[config.mk]
export PLATFORM = sky130hd
export DESIGN_NAME = fct_trap_unit
export DESIGN_NICKNAME = d
export VERILOG_FILES = /design/src/hdl/fct_pkg.sv /design/src/hdl/fct_trap_unit.sv
export SDC_FILE = /design/constraint.sdc
export NUM_CORES = 1
export LEC_CHECK = 0
export ABC_AREA = 1
export BUFFER_PORTS_ARGS = -buffer_cell sky130_fd_sc_hd__buf_2
export CORE_ASPECT_RATIO = 0.75
export CORE_MARGIN = 8
export CORE_UTILIZATION = 36
export DETAILED_ROUTE_END_ITERATION = 8
export MAX_ROUTING_LAYER = met4
export PLACE_DENSITY = 0.8
export SLEW_MARGIN = 40
export SYNTH_ARGS = -nofsm -noshare
export SYNTH_HDL_FRONTEND = slang
export SYNTH_SLANG_ARGS = --single-unit
[constraint.sdc]
create_clock -name clk_in -period 1.28 [get_ports clk_in]
set_input_delay 0.128 -clock clk_in [delete_from_list [all_inputs] [get_ports clk_in]]
set_output_delay 0.128 -clock clk_in [all_outputs]
set_load 0.005 [all_outputs]
[src/hdl/fct_pkg.sv]
// constants for the fpu context trap unit: control bits, vectors, image sizes
// assumes one processor clock domain and an instruction issue stage upstream
package fct_pkg;
   // control register layout
   localparam int          CR_W       = 32;
   localparam int          CR_EM_BIT  = 2;
   localparam int          CR_TS_BIT  = 3;
   localparam int          CR_NE_BIT  = 5;
   localparam logic [31:0] CR_RST     = 32'h0000_0000;
   // pending numeric exception flags
   localparam int          FLAG_W     = 6;
   localparam logic [5:0]  FLAG_RST   = 6'h00;
   // exception vectors
   localparam logic [7:0]  VEC_NONE   = 8'h00;
   localparam logic [7:0]  VEC_UD     = 8'h06;
   localparam logic [7:0]  VEC_DNA    = 8'h07;
   localparam logic [7:0]  VEC_GP     = 8'h0d;
   localparam logic [7:0]  VEC_MF     = 8'h10;
   // save image sizes in bytes
   localparam logic [9:0]  IMG_LEG16  = 10'h05e;
   localparam logic [9:0]  IMG_LEG32  = 10'h06c;
   localparam logic [9:0]  IMG_EXT    = 10'h200;
   localparam logic [9:0]  IMG_NONE   = 10'h000;
   // extended image alignment: low address bits that must be zero
   localparam int          EXT_ALIGN_BITS = 4;
   // image layout selector
   localparam logic        FMT_LEGACY = 1'b0;
   localparam logic        FMT_EXT    = 1'b1;
   // instruction classes offered to the unit
   typedef enum logic [3:0] {
      OP_OTHER      = 4'h0,
      OP_FP         = 4'h1,
      OP_WAIT       = 4'h2,
      OP_PACKED_INT = 4'h3,
      OP_LEG_SAVE   = 4'h4,
      OP_LEG_SAVE_NW= 4'h5,
      OP_LEG_REST   = 4'h6,
      OP_EXT_SAVE   = 4'h7,
      OP_EXT_REST   = 4'h8,
      OP_CLR_TS     = 4'h9
   } fct_op_t;
endpackage

[src/hdl/fct_trap_unit.sv]
// fpu context trap unit: lazy context trap, numeric error signalling, save/restore checks
// assumes one issue per cycle from an issue stage on clk_in; flag inputs are same-clock
// Function
// RL1: emulation flag also raises device-not-available trap
// RL2: emulation flag makes packed-integer ops invalid opcode
// RL3: task-switched flag faults fp op before execution
// RL4: device-not-available beats pending numeric exception
// RL5: no-wait legacy save with pending asserts error output
// RL6: numeric exception may arrive any time before next
// RL7: native reporting off: software tolerates interrupt timing
// RL8: restore reloads saved pending flags into status
// RL9: restored pending flags fault resumed fp op
// RL10: faulted fp op re-executes from its start
// RL11: clear-task-switched op clears task-switched flag
// RL12: legacy image 94 bytes 16-bit, 108 bytes 32-bit
// RL13: extended image is 512 bytes
// RL14: extended image must be 16-byte aligned
// RL15: extended image uses its own layout
// RL16: legacy save reinitialises, extended save leaves state
// RL17: native reporting delivers numeric exception via vector 16
// RL18: task-switched is bit 3, set on task switch
// RL19: device-not-available trap uses vector 7
`timescale 1ns/100ps
module fct_trap_unit #(
   parameter int ADDR_W = 32                  // operand address width
) (
   input  wire logic              clk_in,             // processor clock, 250 MHz
   input  wire logic              rstn_in,            // async reset, active low
   input  wire logic              issue_valid_in,     // instruction offered this cycle
   input  wire fct_pkg::fct_op_t  issue_op_in,        // class of offered instruction
   input  wire logic              issue_op32_in,      // 32-bit operand mode
   input  wire logic [ADDR_W-1:0] issue_addr_in,      // save/restore image address
   output logic                   issue_ready_out,    // unit takes an offer
   input  wire logic              cr_wr_in,           // control register write strobe
   input  wire logic [31:0]       cr_wdata_in,        // control register write data
   input  wire logic              task_switch_in,     // hardware task switch pulse
   input  wire logic              fp_exc_in,          // unmasked numeric exception pulse
   input  wire logic [5:0]        fp_exc_flags_in,    // flags of that exception
   input  wire logic [5:0]        restore_flags_in,   // pending flags read from image
   output logic                   done_valid_out,     // outcome of previous offer
   output logic                   done_fault_out,     // offer faulted, not executed
   output logic                   done_retry_out,     // faulted op re-runs from start
   output logic [7:0]             done_vector_out,    // vector of the fault
   output logic [9:0]             img_bytes_out,      // bytes moved by save/restore
   output logic                   img_format_out,     // image layout, legacy or extended
   output logic                   fpu_init_out,       // reinitialise fpu pulse
   output logic [31:0]            machine_control_reg_out, // control register value
   output logic [5:0]             status_flags_out,   // pending flags in status word
   output logic                   fp_error_out_n      // error output, active low
);

   // parameter check
   if (ADDR_W < fct_pkg::EXT_ALIGN_BITS + 1) begin : g_addr_w_check
      $error("ADDR_W too small for alignment check");
   end

   // reset release through two flops
   logic rst_meta_ff;
   logic rst_sync_ff;
   always_ff @(posedge clk_in or negedge rstn_in) begin
      if (!rstn_in) begin
         rst_meta_ff <= 1'b0;
         rst_sync_ff <= 1'b0;
      end else begin
         rst_meta_ff <= 1'b1;
         rst_sync_ff <= rst_meta_ff;
      end
   end
   wire rstn = rst_sync_ff;

   // class decode used by the fault logic and the checks
   function automatic logic uses_fpu(input fct_pkg::fct_op_t op);
      case (op)
         fct_pkg::OP_FP, fct_pkg::OP_WAIT, fct_pkg::OP_LEG_SAVE,
         fct_pkg::OP_LEG_SAVE_NW, fct_pkg::OP_LEG_REST,
         fct_pkg::OP_EXT_SAVE, fct_pkg::OP_EXT_REST: uses_fpu = 1'b1;
         default:                                   uses_fpu = 1'b0;
      endcase
   endfunction

   // waiting ops take a pending numeric exception first; no-wait save does not
   function automatic logic checks_pending(input fct_pkg::fct_op_t op);
      case (op)
         fct_pkg::OP_FP, fct_pkg::OP_WAIT, fct_pkg::OP_LEG_SAVE,
         fct_pkg::OP_LEG_REST, fct_pkg::OP_EXT_SAVE,
         fct_pkg::OP_EXT_REST: checks_pending = 1'b1;
         default:              checks_pending = 1'b0;
      endcase
   endfunction

   // control state
   logic       em_ff;
   logic       ts_ff;
   logic       ne_ff;
   logic [5:0] pend_ff;

   // the unit never stalls once out of reset
   assign issue_ready_out = rstn;
   wire take = issue_valid_in && rstn;

   // fault resolution, ordered by priority
   logic       nxt_fault;
   logic [7:0] nxt_vec;
   logic       misaligned;
   always_comb begin
      misaligned = (issue_addr_in[fct_pkg::EXT_ALIGN_BITS-1:0] != '0);
      nxt_fault  = 1'b0;
      nxt_vec    = fct_pkg::VEC_NONE;
      if (issue_op_in == fct_pkg::OP_PACKED_INT && em_ff) begin
         nxt_fault = 1'b1;                                      // RL2
         nxt_vec   = fct_pkg::VEC_UD;
      end else if ((uses_fpu(issue_op_in) && (ts_ff || em_ff)) ||
                   (issue_op_in == fct_pkg::OP_PACKED_INT && ts_ff)) begin
         nxt_fault = 1'b1;                                      // RL1 RL3 RL4
         nxt_vec   = fct_pkg::VEC_DNA;                          // RL19
      end else if (checks_pending(issue_op_in) && ne_ff && (pend_ff != '0)) begin
         nxt_fault = 1'b1;                                      // RL9 RL17
         nxt_vec   = fct_pkg::VEC_MF;
      end else if ((issue_op_in == fct_pkg::OP_EXT_SAVE ||
                    issue_op_in == fct_pkg::OP_EXT_REST) && misaligned) begin
         nxt_fault = 1'b1;                                      // RL14
         nxt_vec   = fct_pkg::VEC_GP;
      end
   end

   // an offer executes only when it does not fault
   wire exec = take && !nxt_fault;
   wire do_clear_task_switched_op   = exec && (issue_op_in == fct_pkg::OP_CLR_TS);
   wire do_lsave  = exec && (issue_op_in == fct_pkg::OP_LEG_SAVE ||
                             issue_op_in == fct_pkg::OP_LEG_SAVE_NW);
   wire do_lrest  = exec && (issue_op_in == fct_pkg::OP_LEG_REST);
   wire do_xrest  = exec && (issue_op_in == fct_pkg::OP_EXT_REST);
   wire nw_save_pend = exec && (issue_op_in == fct_pkg::OP_LEG_SAVE_NW) && (pend_ff != '0);

   // control bits; a task switch wins over a clear in the same cycle
   always_ff @(posedge clk_in or negedge rstn) begin
      if (!rstn) begin
         em_ff <= fct_pkg::CR_RST[fct_pkg::CR_EM_BIT];
         ne_ff <= fct_pkg::CR_RST[fct_pkg::CR_NE_BIT];
         ts_ff <= fct_pkg::CR_RST[fct_pkg::CR_TS_BIT];
      end else begin
         if (cr_wr_in) begin
            em_ff <= cr_wdata_in[fct_pkg::CR_EM_BIT];
            ne_ff <= cr_wdata_in[fct_pkg::CR_NE_BIT];
         end
         if (task_switch_in)
            ts_ff <= 1'b1;                                      // RL18
         else if (do_clear_task_switched_op)
            ts_ff <= 1'b0;                                      // RL11
         else if (cr_wr_in)
            ts_ff <= cr_wdata_in[fct_pkg::CR_TS_BIT];
      end
   end

   // pending flags: a new exception wins over clear or reload
   logic [5:0] nxt_pend;
   always_comb begin
      nxt_pend = pend_ff;
      if (do_lrest || do_xrest)
         nxt_pend = restore_flags_in;                           // RL8
      else if (do_lsave)
         nxt_pend = fct_pkg::FLAG_RST;                          // RL16
      if (fp_exc_in)
         nxt_pend = nxt_pend | fp_exc_flags_in;                 // RL6
   end

   always_ff @(posedge clk_in or negedge rstn) begin
      if (!rstn)
         pend_ff <= fct_pkg::FLAG_RST;
      else
         pend_ff <= nxt_pend;
   end

   // error output follows pending flags, held a cycle past a no-wait save
   logic fp_error_out_n_n_ff;
   always_ff @(posedge clk_in or negedge rstn) begin
      if (!rstn)
         fp_error_out_n_n_ff <= 1'b1;
      else
         fp_error_out_n_n_ff <= !((nxt_pend != '0) || nw_save_pend);      // RL5 RL7
   end

   // outcome of each offer, one cycle after it is taken
   logic       dvalid_ff;
   logic       dfault_ff;
   logic [7:0] dvec_ff;
   always_ff @(posedge clk_in or negedge rstn) begin
      if (!rstn) begin
         dvalid_ff <= 1'b0;
         dfault_ff <= 1'b0;
         dvec_ff   <= fct_pkg::VEC_NONE;
      end else begin
         dvalid_ff <= take;
         dfault_ff <= take && nxt_fault;                        // RL10
         dvec_ff   <= take ? nxt_vec : fct_pkg::VEC_NONE;
      end
   end

   // image size and layout of an executed save or restore
   logic [9:0] img_ff;
   logic       fmt_ff;
   logic       init_ff;
   always_ff @(posedge clk_in or negedge rstn) begin
      if (!rstn) begin
         img_ff  <= fct_pkg::IMG_NONE;
         fmt_ff  <= fct_pkg::FMT_LEGACY;
         init_ff <= 1'b0;
      end else begin
         init_ff <= do_lsave;                                   // RL16
         if (do_lsave || do_lrest) begin
            img_ff <= issue_op32_in ? fct_pkg::IMG_LEG32 : fct_pkg::IMG_LEG16; // RL12
            fmt_ff <= fct_pkg::FMT_LEGACY;
         end else if (exec && (issue_op_in == fct_pkg::OP_EXT_SAVE || do_xrest)) begin
            img_ff <= fct_pkg::IMG_EXT;                         // RL13
            fmt_ff <= fct_pkg::FMT_EXT;                         // RL15
         end else begin
            img_ff <= fct_pkg::IMG_NONE;
         end
      end
   end

   // outputs
   assign done_valid_out   = dvalid_ff;
   assign done_fault_out   = dfault_ff;
   assign done_retry_out   = dfault_ff;
   assign done_vector_out  = dvec_ff;
   assign img_bytes_out    = img_ff;
   assign img_format_out   = fmt_ff;
   assign fpu_init_out     = init_ff;
   assign status_flags_out = pend_ff;
   assign fp_error_out_n   = fp_error_out_n_n_ff;
   always_comb begin
      machine_control_reg_out = fct_pkg::CR_RST;
      machine_control_reg_out[fct_pkg::CR_EM_BIT] = em_ff;
      machine_control_reg_out[fct_pkg::CR_TS_BIT] = ts_ff;
      machine_control_reg_out[fct_pkg::CR_NE_BIT] = ne_ff;
   end
endmodule

==> flow_summary_export.csv, run 1 <==
group,metric,value,unit
synthesis,synthArstFlopShare,1.00,
outcome,violations,"setup timing",
timing,clock_skew,0.00332,ns
power_and_ir_drop,power_density,832,nW/um^2
die,io_pins,150,
global_route,grt_antenna_before_repair,0,
global_route,grt_pass1_vias,1443,
detailed_routing,vias,1376,
synthesis,synthTopCellsByArea,"dfrtp_1 39%, buf_4 20%, nand2_1 9.2%",
die,die_height,72.7,um
clock_network,cts_buffers,3,
critical_path,critPathMaxFanout,8,
final_layout,layout-drive-gt1-share,0.512,
synthesis,synth_top_area_cell,"dfrtp_1",
timing,setup_slack,-0.432,ns
global_route,grt_pass1_wl,6.38,mm
clock_network,cts_tree,"yes",
place,portBuffers,57,
place,hpwl,3.11,mm
synthesis,synth.distinct_cells,24,
timing,hold_viol,0,
clock_network,path_clk_slew,0.08,ns
clock_network,clock-sinks,25,
clock_network,insertion_delay,0.27,ns
detailed_routing,routed_wirelength,4.06,mm
detailed_routing,route.detailed.drc,0,
global_route,gr-usage-all-layers,0.117,
die,rows,20,
die,core_area,4080,sq um
synthesis,synth-seq-cells,25,
place,globalplace.congestion,0.850,
place,placed_cell_area,1980,sq um
critical_path,rr_worst_depth,13,
critical_path,max_stage_delay,0.38,ns
critical_path,r2r_start,"status_flags_out[0]",
final_layout,syn2layout_area_growth,44.2,%
power_and_ir_drop,leakagePower,1.27,nW
detailed_routing,wire_per_inst,11.9,um
global_route,grt_max_degree,25,
critical_path,cp_cell_sequence,"nor2_1 -> nand3_1 -> nand2_1 -> inv_2 -> nand2_4 -> nand2_4 -> nor2_8 -> nand2_8 -> nand3_2 -> nand2_2 -> nor2_2 -> nand2_1 -> nor2_1",
critical_path,arrival,1.91,ns
die,die_x,91.7,um
run,cap_violations,0,
final_layout,stdcell_count,342,
synthesis,avgSynthCellArea,7.84,sq um
synthesis,seq_area_frac_synth,0.406,
clock_network,cts.path.max_buffers,2,
clock_network,ctsHtreeMaxLevel,1,
timing,period_share,1.34,
critical_path,endpoint_kind,"register",
critical_path,crit_slowest_cell,"dfrtp_1",
timing,maxSlewViolCount,0,
critical_path,r2r-end,"fp_error_out_n",
synthesis,synth_edf_count,0,
detailed_routing,antenna_left,0,
worst_hold_path,min-delay-start,"issue_op32_in",
die,start_util,0.379,
worst_hold_path,hold_depth,2,
clock_network,clockRootBuffer,"clkbuf_8",
final_layout,final_area,2230,sq um
critical_path,cp_top_family,"simple AND/OR/NAND/NOR gates",
outcome,status,"finished with violations",
detailed_routing,first_iter_violations,28,
die,dieArea,6670,sq um
timing,max_freq,0.584,GHz
final_layout,final_nets,375,
final_layout,largest_reg_flops,6,
final_layout,mostFrequentLayoutCells,"57 x buf_2, 36 x conb_1, 32 x buf_4",
synthesis,yosysWarnings,0,
synthesis,synth_area,1550,sq um
timing,finalCriticalPeriod,1.71,ns
synthesis,syn_inst,197,
critical_path,start_kind,"register",
timing,finalSetupViolations,17,
worst_hold_path,hold_class,"primary input to register",
detailed_routing,avgViaCountPerCell,4.02,
critical_path,critical_path_class,"register to register",
global_route,overflow,0,
critical_path,cp.required,1.48,ns
place,dp_cells,331,
worst_hold_path,min_to,"img_bytes_out[4]",
synthesis,synth_top_area_frac,0.389,
final_layout,fillers,379,
critical_path,crit_buf_inv,1,
timing,rsz0062_at_grt,"true",
synthesis,synth-main-ff-cell,"dfrtp_1",
final_layout,num_antenna_cells,0,
final_layout,final_common_cell,"buf_2",
critical_path,worst-r2r-setup-slack,-0.43,ns
power_and_ir_drop,irDropWorstVdd,414,uV
detailed_routing,dr.pass1.iters,4,
==> cell type report <==
type                    count  area (sq um)  share of cell area
flip-flops and latches     25           631               0.283
inverters                  25          98.8              0.0444
well taps                  55          68.8              0.0309
repair buffers             94           598               0.268
clock buffers               4          45.0              0.0202
multi-input cells         139           787               0.353
==> cells by family (layout without fill, tap and decap cells) <==
family / after synthesis / after routing / share of synthesized area
AND/OR/NAND/NOR: 91 / 91 / 0.275
buffers and inverters: 67 / 123 / 0.266
multiplexers: 1 / 1 / 0.00729
flip-flops: 25 / 25 / 0.406
AO/OA/AOI/OAI: 11 / 11 / 0.0421
other: 2 / 36 / 0.00486
==> routing by layer <==
| metal | vias up | routed length [um] | share of wire | GRT usage |
|---|---|---|---|---|
| met4 | 0 | 12 | 0.0030 | 0.0108 |
| li1 | 702 | - | - | - |
| met5 | - | 0 | 0 | - |
| met2 | 51 | 2170 | 0.54 | 0.217 |
| met3 | 4 | 295 | 0.073 | 0.0452 |
| met1 | 619 | 1570 | 0.39 | 0.120 |
==> worst register-to-register path, cell delays in order, from the launching register on <==
cell     delay [ns]
dfrtp_1        0.38
nor2_1         0.12
nand3_1        0.10
nand2_1        0.11
inv_2          0.06
nand2_4        0.07
nand2_4        0.07
nor2_8         0.19
nand2_8        0.10
nand3_2        0.09
nand2_2        0.06
nor2_2         0.09
nand2_1        0.07
nor2_1         0.13
==> per-stage QoR <==
stage	power [mW]	setup TNS (ns)	hold WS, ns	utilization	setup slack, ns
6_report	1.85	-4.72	0.0139	0.546	-0.432
5_1_grt	1.96	-6.30	0.0156	0.546	-0.547
4_1_cts	1.81	-3.83	0.0118	0.523	-0.428
3_5_place_dp	1.32	-4.03	-0.0833	0.485	-0.453
3_3_place_gp	1.31	-3.38	-0.0848	0.485	-0.381
2_1_floorplan	1.18	-3.28	-0.168	-	-0.372
==> repair_timing <==
action	4_1_cts	5_1_grt
buffers inserted	6	4
gates resized for setup	15	22
gates cloned	0	0
hold buffers	1	0
endpoints found under the setup margin	17	20
pin swaps	17	25
hold endpoints to repair	2	0
==> power by group <==
part	internal (mW)	total (mW)	leakage (nW)	switching [mW]
Sequential	0.841	0.867	0.299	0.0258
Combinational	0.245	0.532	0.951	0.287
Clock	0.222	0.456	0.0228	0.234
==> worst max-delay path by stage <==
stage / startpoint / endpoint / depth (start not counted)
after detailed placement: issue_op_in[3] / fp_error_out_n / 15
after global placement: issue_op_in[3] / fp_error_out_n / 15
after CTS: status_flags_out[1] / fp_error_out_n / 13
final: status_flags_out[0] / fp_error_out_n / 13
after floorplan: issue_ready_out / fp_error_out_n / 12
after global routing: status_flags_out[3] / fp_error_out_n / 13
==> cells in the mapped netlist (all sizes together) (2+ instances only) <==
cell    n
conb    2
o21ai   4
buf    42
dfrtp  24
nor2   31
a21oi   4
inv    24
nand2  43
nand3  14
Note: power is estimated with default switching activity, not from simulation.
==> inputs of run 2 (changes only) <==
CORE_UTILIZATION = 37   (was 36)
CTS_BUF_LIST = sky130_fd_sc_hd__clkbuf_8   (was not set)
PLACE_DENSITY = 0.82   (was 0.8)
==> run 2 against run 1 <==
  * The run still ends with setup timing left
  * Die area down 2.2%
  * Sequential power about the same
  * First-iteration DRC count up 82%
  * Worst setup slack gained 0.051 ns
  * Critical path type unchanged
  * Combinational power up 2%
  * Register-to-register slack better by 0.05 ns
  * Fmax rose by 3.1%
  * Wire length shrank 0.64%
  * Highest routed layer unchanged
  * Via count rose by 3.9%
  * Clock skew decreased by 0.00081 ns
  * Hold slack improved by 0.029 ns
  * Largest power group unchanged
==> flow_summary_export.csv, run 2 (synthesized netlist as in run 1, its figures left out) <==
group,metric,value,unit
outcome,status,"finished with violations",
outcome,violations,"setup timing",
global_route,gr-usage-all-layers,0.124,
clock_network,cts_tree,"yes",
final_layout,syn2layout_area_growth,48.7,%
critical_path,critPathMaxFanout,7,
power_and_ir_drop,irDropWorstVdd,377,uV
timing,max_freq,0.602,GHz
die,core_area,4030,sq um
detailed_routing,vias,1430,
power_and_ir_drop,swShare,0.291,
power_and_ir_drop,internal-power,1.32,mW
timing,maxSlewViolCount,0,
place,portBuffers,57,
place,globalplace.congestion,0.855,
timing,period_share,1.30,
critical_path,critPathCapture,"fp_error_out_n",
critical_path,crit_path_start,"status_flags_out[3]",
critical_path,critical_path_class,"register to register",
global_route,grt_pass1_vias,1474,
critical_path,arrival,1.87,ns
critical_path,cp_cell_sequence,"nor2_2 -> nand3_2 -> nand2_2 -> inv_2 -> nand2_4 -> nand2_4 -> nor2_8 -> nand2_4 -> buf_4 -> nor2_1 -> nor2_2 -> nand2_1 -> nor2_1",
detailed_routing,wire_per_inst,11.4,um
power_and_ir_drop,p_switching,0.543,mW
run,cap_violations,0,
critical_path,rr_worst_depth,13,
critical_path,endpoint_kind,"register",
clock_network,cts.path.max_buffers,2,
timing,setup_slack,-0.381,ns
place,dp_slack,-0.455,ns
final_layout,mostFrequentLayoutCells,"57 x buf_2, 42 x buf_4, 36 x conb_1",
detailed_routing,route.detailed.drc,0,
global_route,overflow,0,
power_and_ir_drop,pwr-share-clk,0.241,
critical_path,crit_top_cell,"nand2_4",
global_route,grt_max_degree,25,
critical_path,start_kind,"register",
power_and_ir_drop,pwr-share-seq,0.466,
final_layout,final_nets,385,
final_layout,final_common_cell,"buf_2",
detailed_routing,avgViaCountPerCell,4.06,
critical_path,max_stage_delay,0.40,ns
die,start_util,0.384,
power_and_ir_drop,power_frac_comb,0.292,
detailed_routing,first_iter_violations,51,
critical_path,crit_slowest_cell,"dfrtp_1",
critical_path,r2r-end,"fp_error_out_n",
clock_network,cts_buffers,3,
critical_path,worst-r2r-setup-slack,-0.38,ns
critical_path,cp.required,1.49,ns
detailed_routing,routed_wirelength,4.03,mm
clock_network,insertion_delay,0.26,ns
place,hpwl,3.18,mm
timing,hold_viol,0,
timing,whs,0.0427,ns
global_route,grt_pass1_wl,6.52,mm
timing,clock_skew,0.00251,ns
detailed_routing,dr.pass1.iters,4,
final_layout,num_antenna_cells,0,
die,die_x,90.6,um
detailed_routing,antenna_left,0,
power_and_ir_drop,power_density,811,nW/um^2
final_layout,layout-drive-gt1-share,0.552,
critical_path,r2r_start,"status_flags_out[3]",
power_and_ir_drop,leakagePower,1.32,nW
clock_network,path_clk_slew,0.08,ns
timing,rsz0062_at_grt,"true",
die,rows,20,
clock_network,clock-sinks,25,
clock_network,clockRootBuffer,"clkbuf_8",
worst_hold_path,min-delay-start,"task_switch_in",
global_route,grt_antenna_before_repair,0,
worst_hold_path,hold_class,"primary input to register",
die,die_height,72.0,um
final_layout,fillers,362,
timing,finalSetupViolations,16,
die,io_pins,150,
final_layout,largest_reg_flops,6,
die,dieArea,6520,sq um
clock_network,ctsHtreeMaxLevel,1,
timing,finalCriticalPeriod,1.66,ns
run 2: cell types whose count changed in the layout (fill, tap and decap cells not counted), sizes merged:
cell and change:
buf +9, clkbuf -1, clkinv +1, dlygate4sd3 +1
run 2: layer usage:
metal	wire length (um)	vias to the layer above	part of all wire	track usage
met3	341	4	0.085	0.0515
met4	36	0	0.0089	0.0221
met5	0	-	0	-
met2	2110	61	0.52	0.222
met1	1540	643	0.38	0.127
li1	-	722	-	-
run 2: how the worst min path moves through the flow:
stage	end	slack, ns	cells past startpoint
6_report	ts_ff	0.04	2
5_1_grt	ts_ff	0.04	2
4_1_cts	img_bytes_out[4]	0.003	2
3_5_place_dp	rst_meta_ff	-0.08	1
3_3_place_gp	issue_ready_out	-0.09	1
2_1_floorplan	rst_meta_ff	-0.17	0
run 2: per-stage QoR:
stage | cell area (sq um) | power, mW | utilization | cells | TNS, ns
final | 2300 | 1.86 | 0.570 | 352 | -3.67
after floorplan | 1720 | 1.18 | - | 231 | -3.28
after detailed placement | 1970 | 1.32 | 0.489 | 330 | -3.97
after global routing | 2300 | 2.00 | 0.570 | 352 | -5.39
after CTS | 2120 | 1.83 | 0.526 | 343 | -4.63
after global placement | 1970 | 1.31 | 0.489 | 330 | -3.13
run 2: timing repair:
| item | 4_1_cts | 5_1_grt |
|---|---|---|
| resized for setup | 12 | 32 |
| setup endpoints to repair | 17 | 20 |
| hold buffers | 1 | 1 |
| setup buffers | 8 | 10 |
| pin swaps | 15 | 28 |
| hold endpoints to repair | 2 | 1 |
run 2: area by class of cell:
class	instances	area (sq um)	share of cell area
clock buffers	3	41.3	0.0180
clock inverters	1	5.00	0.00218
inverters	25	104	0.0452
multi-input cells	139	786	0.342
flip-flops and latches	25	631	0.274
well taps	55	68.8	0.0299
repair buffers	104	663	0.289
run 2: power by group through the flow:
| stage | clock network, mW | logic (mW) | registers (mW) |
|---|---|---|---|
| 4_1_cts | 0.482 | 0.478 | 0.866 |
| 3_5_place_dp | 0 | 0.438 | 0.882 |
| 3_3_place_gp | 0 | 0.427 | 0.879 |
| 6_report | 0.450 | 0.545 | 0.870 |
| 5_1_grt | 0.517 | 0.606 | 0.876 |
| 2_1_floorplan | 0 | 0.280 | 0.901 |
run 2: critical path: cells and delay by family (launching register included):
family,cells,cell delay [ns]
flops,1,0.40
buf+inv,2,0.20
simple gates,11,0.99
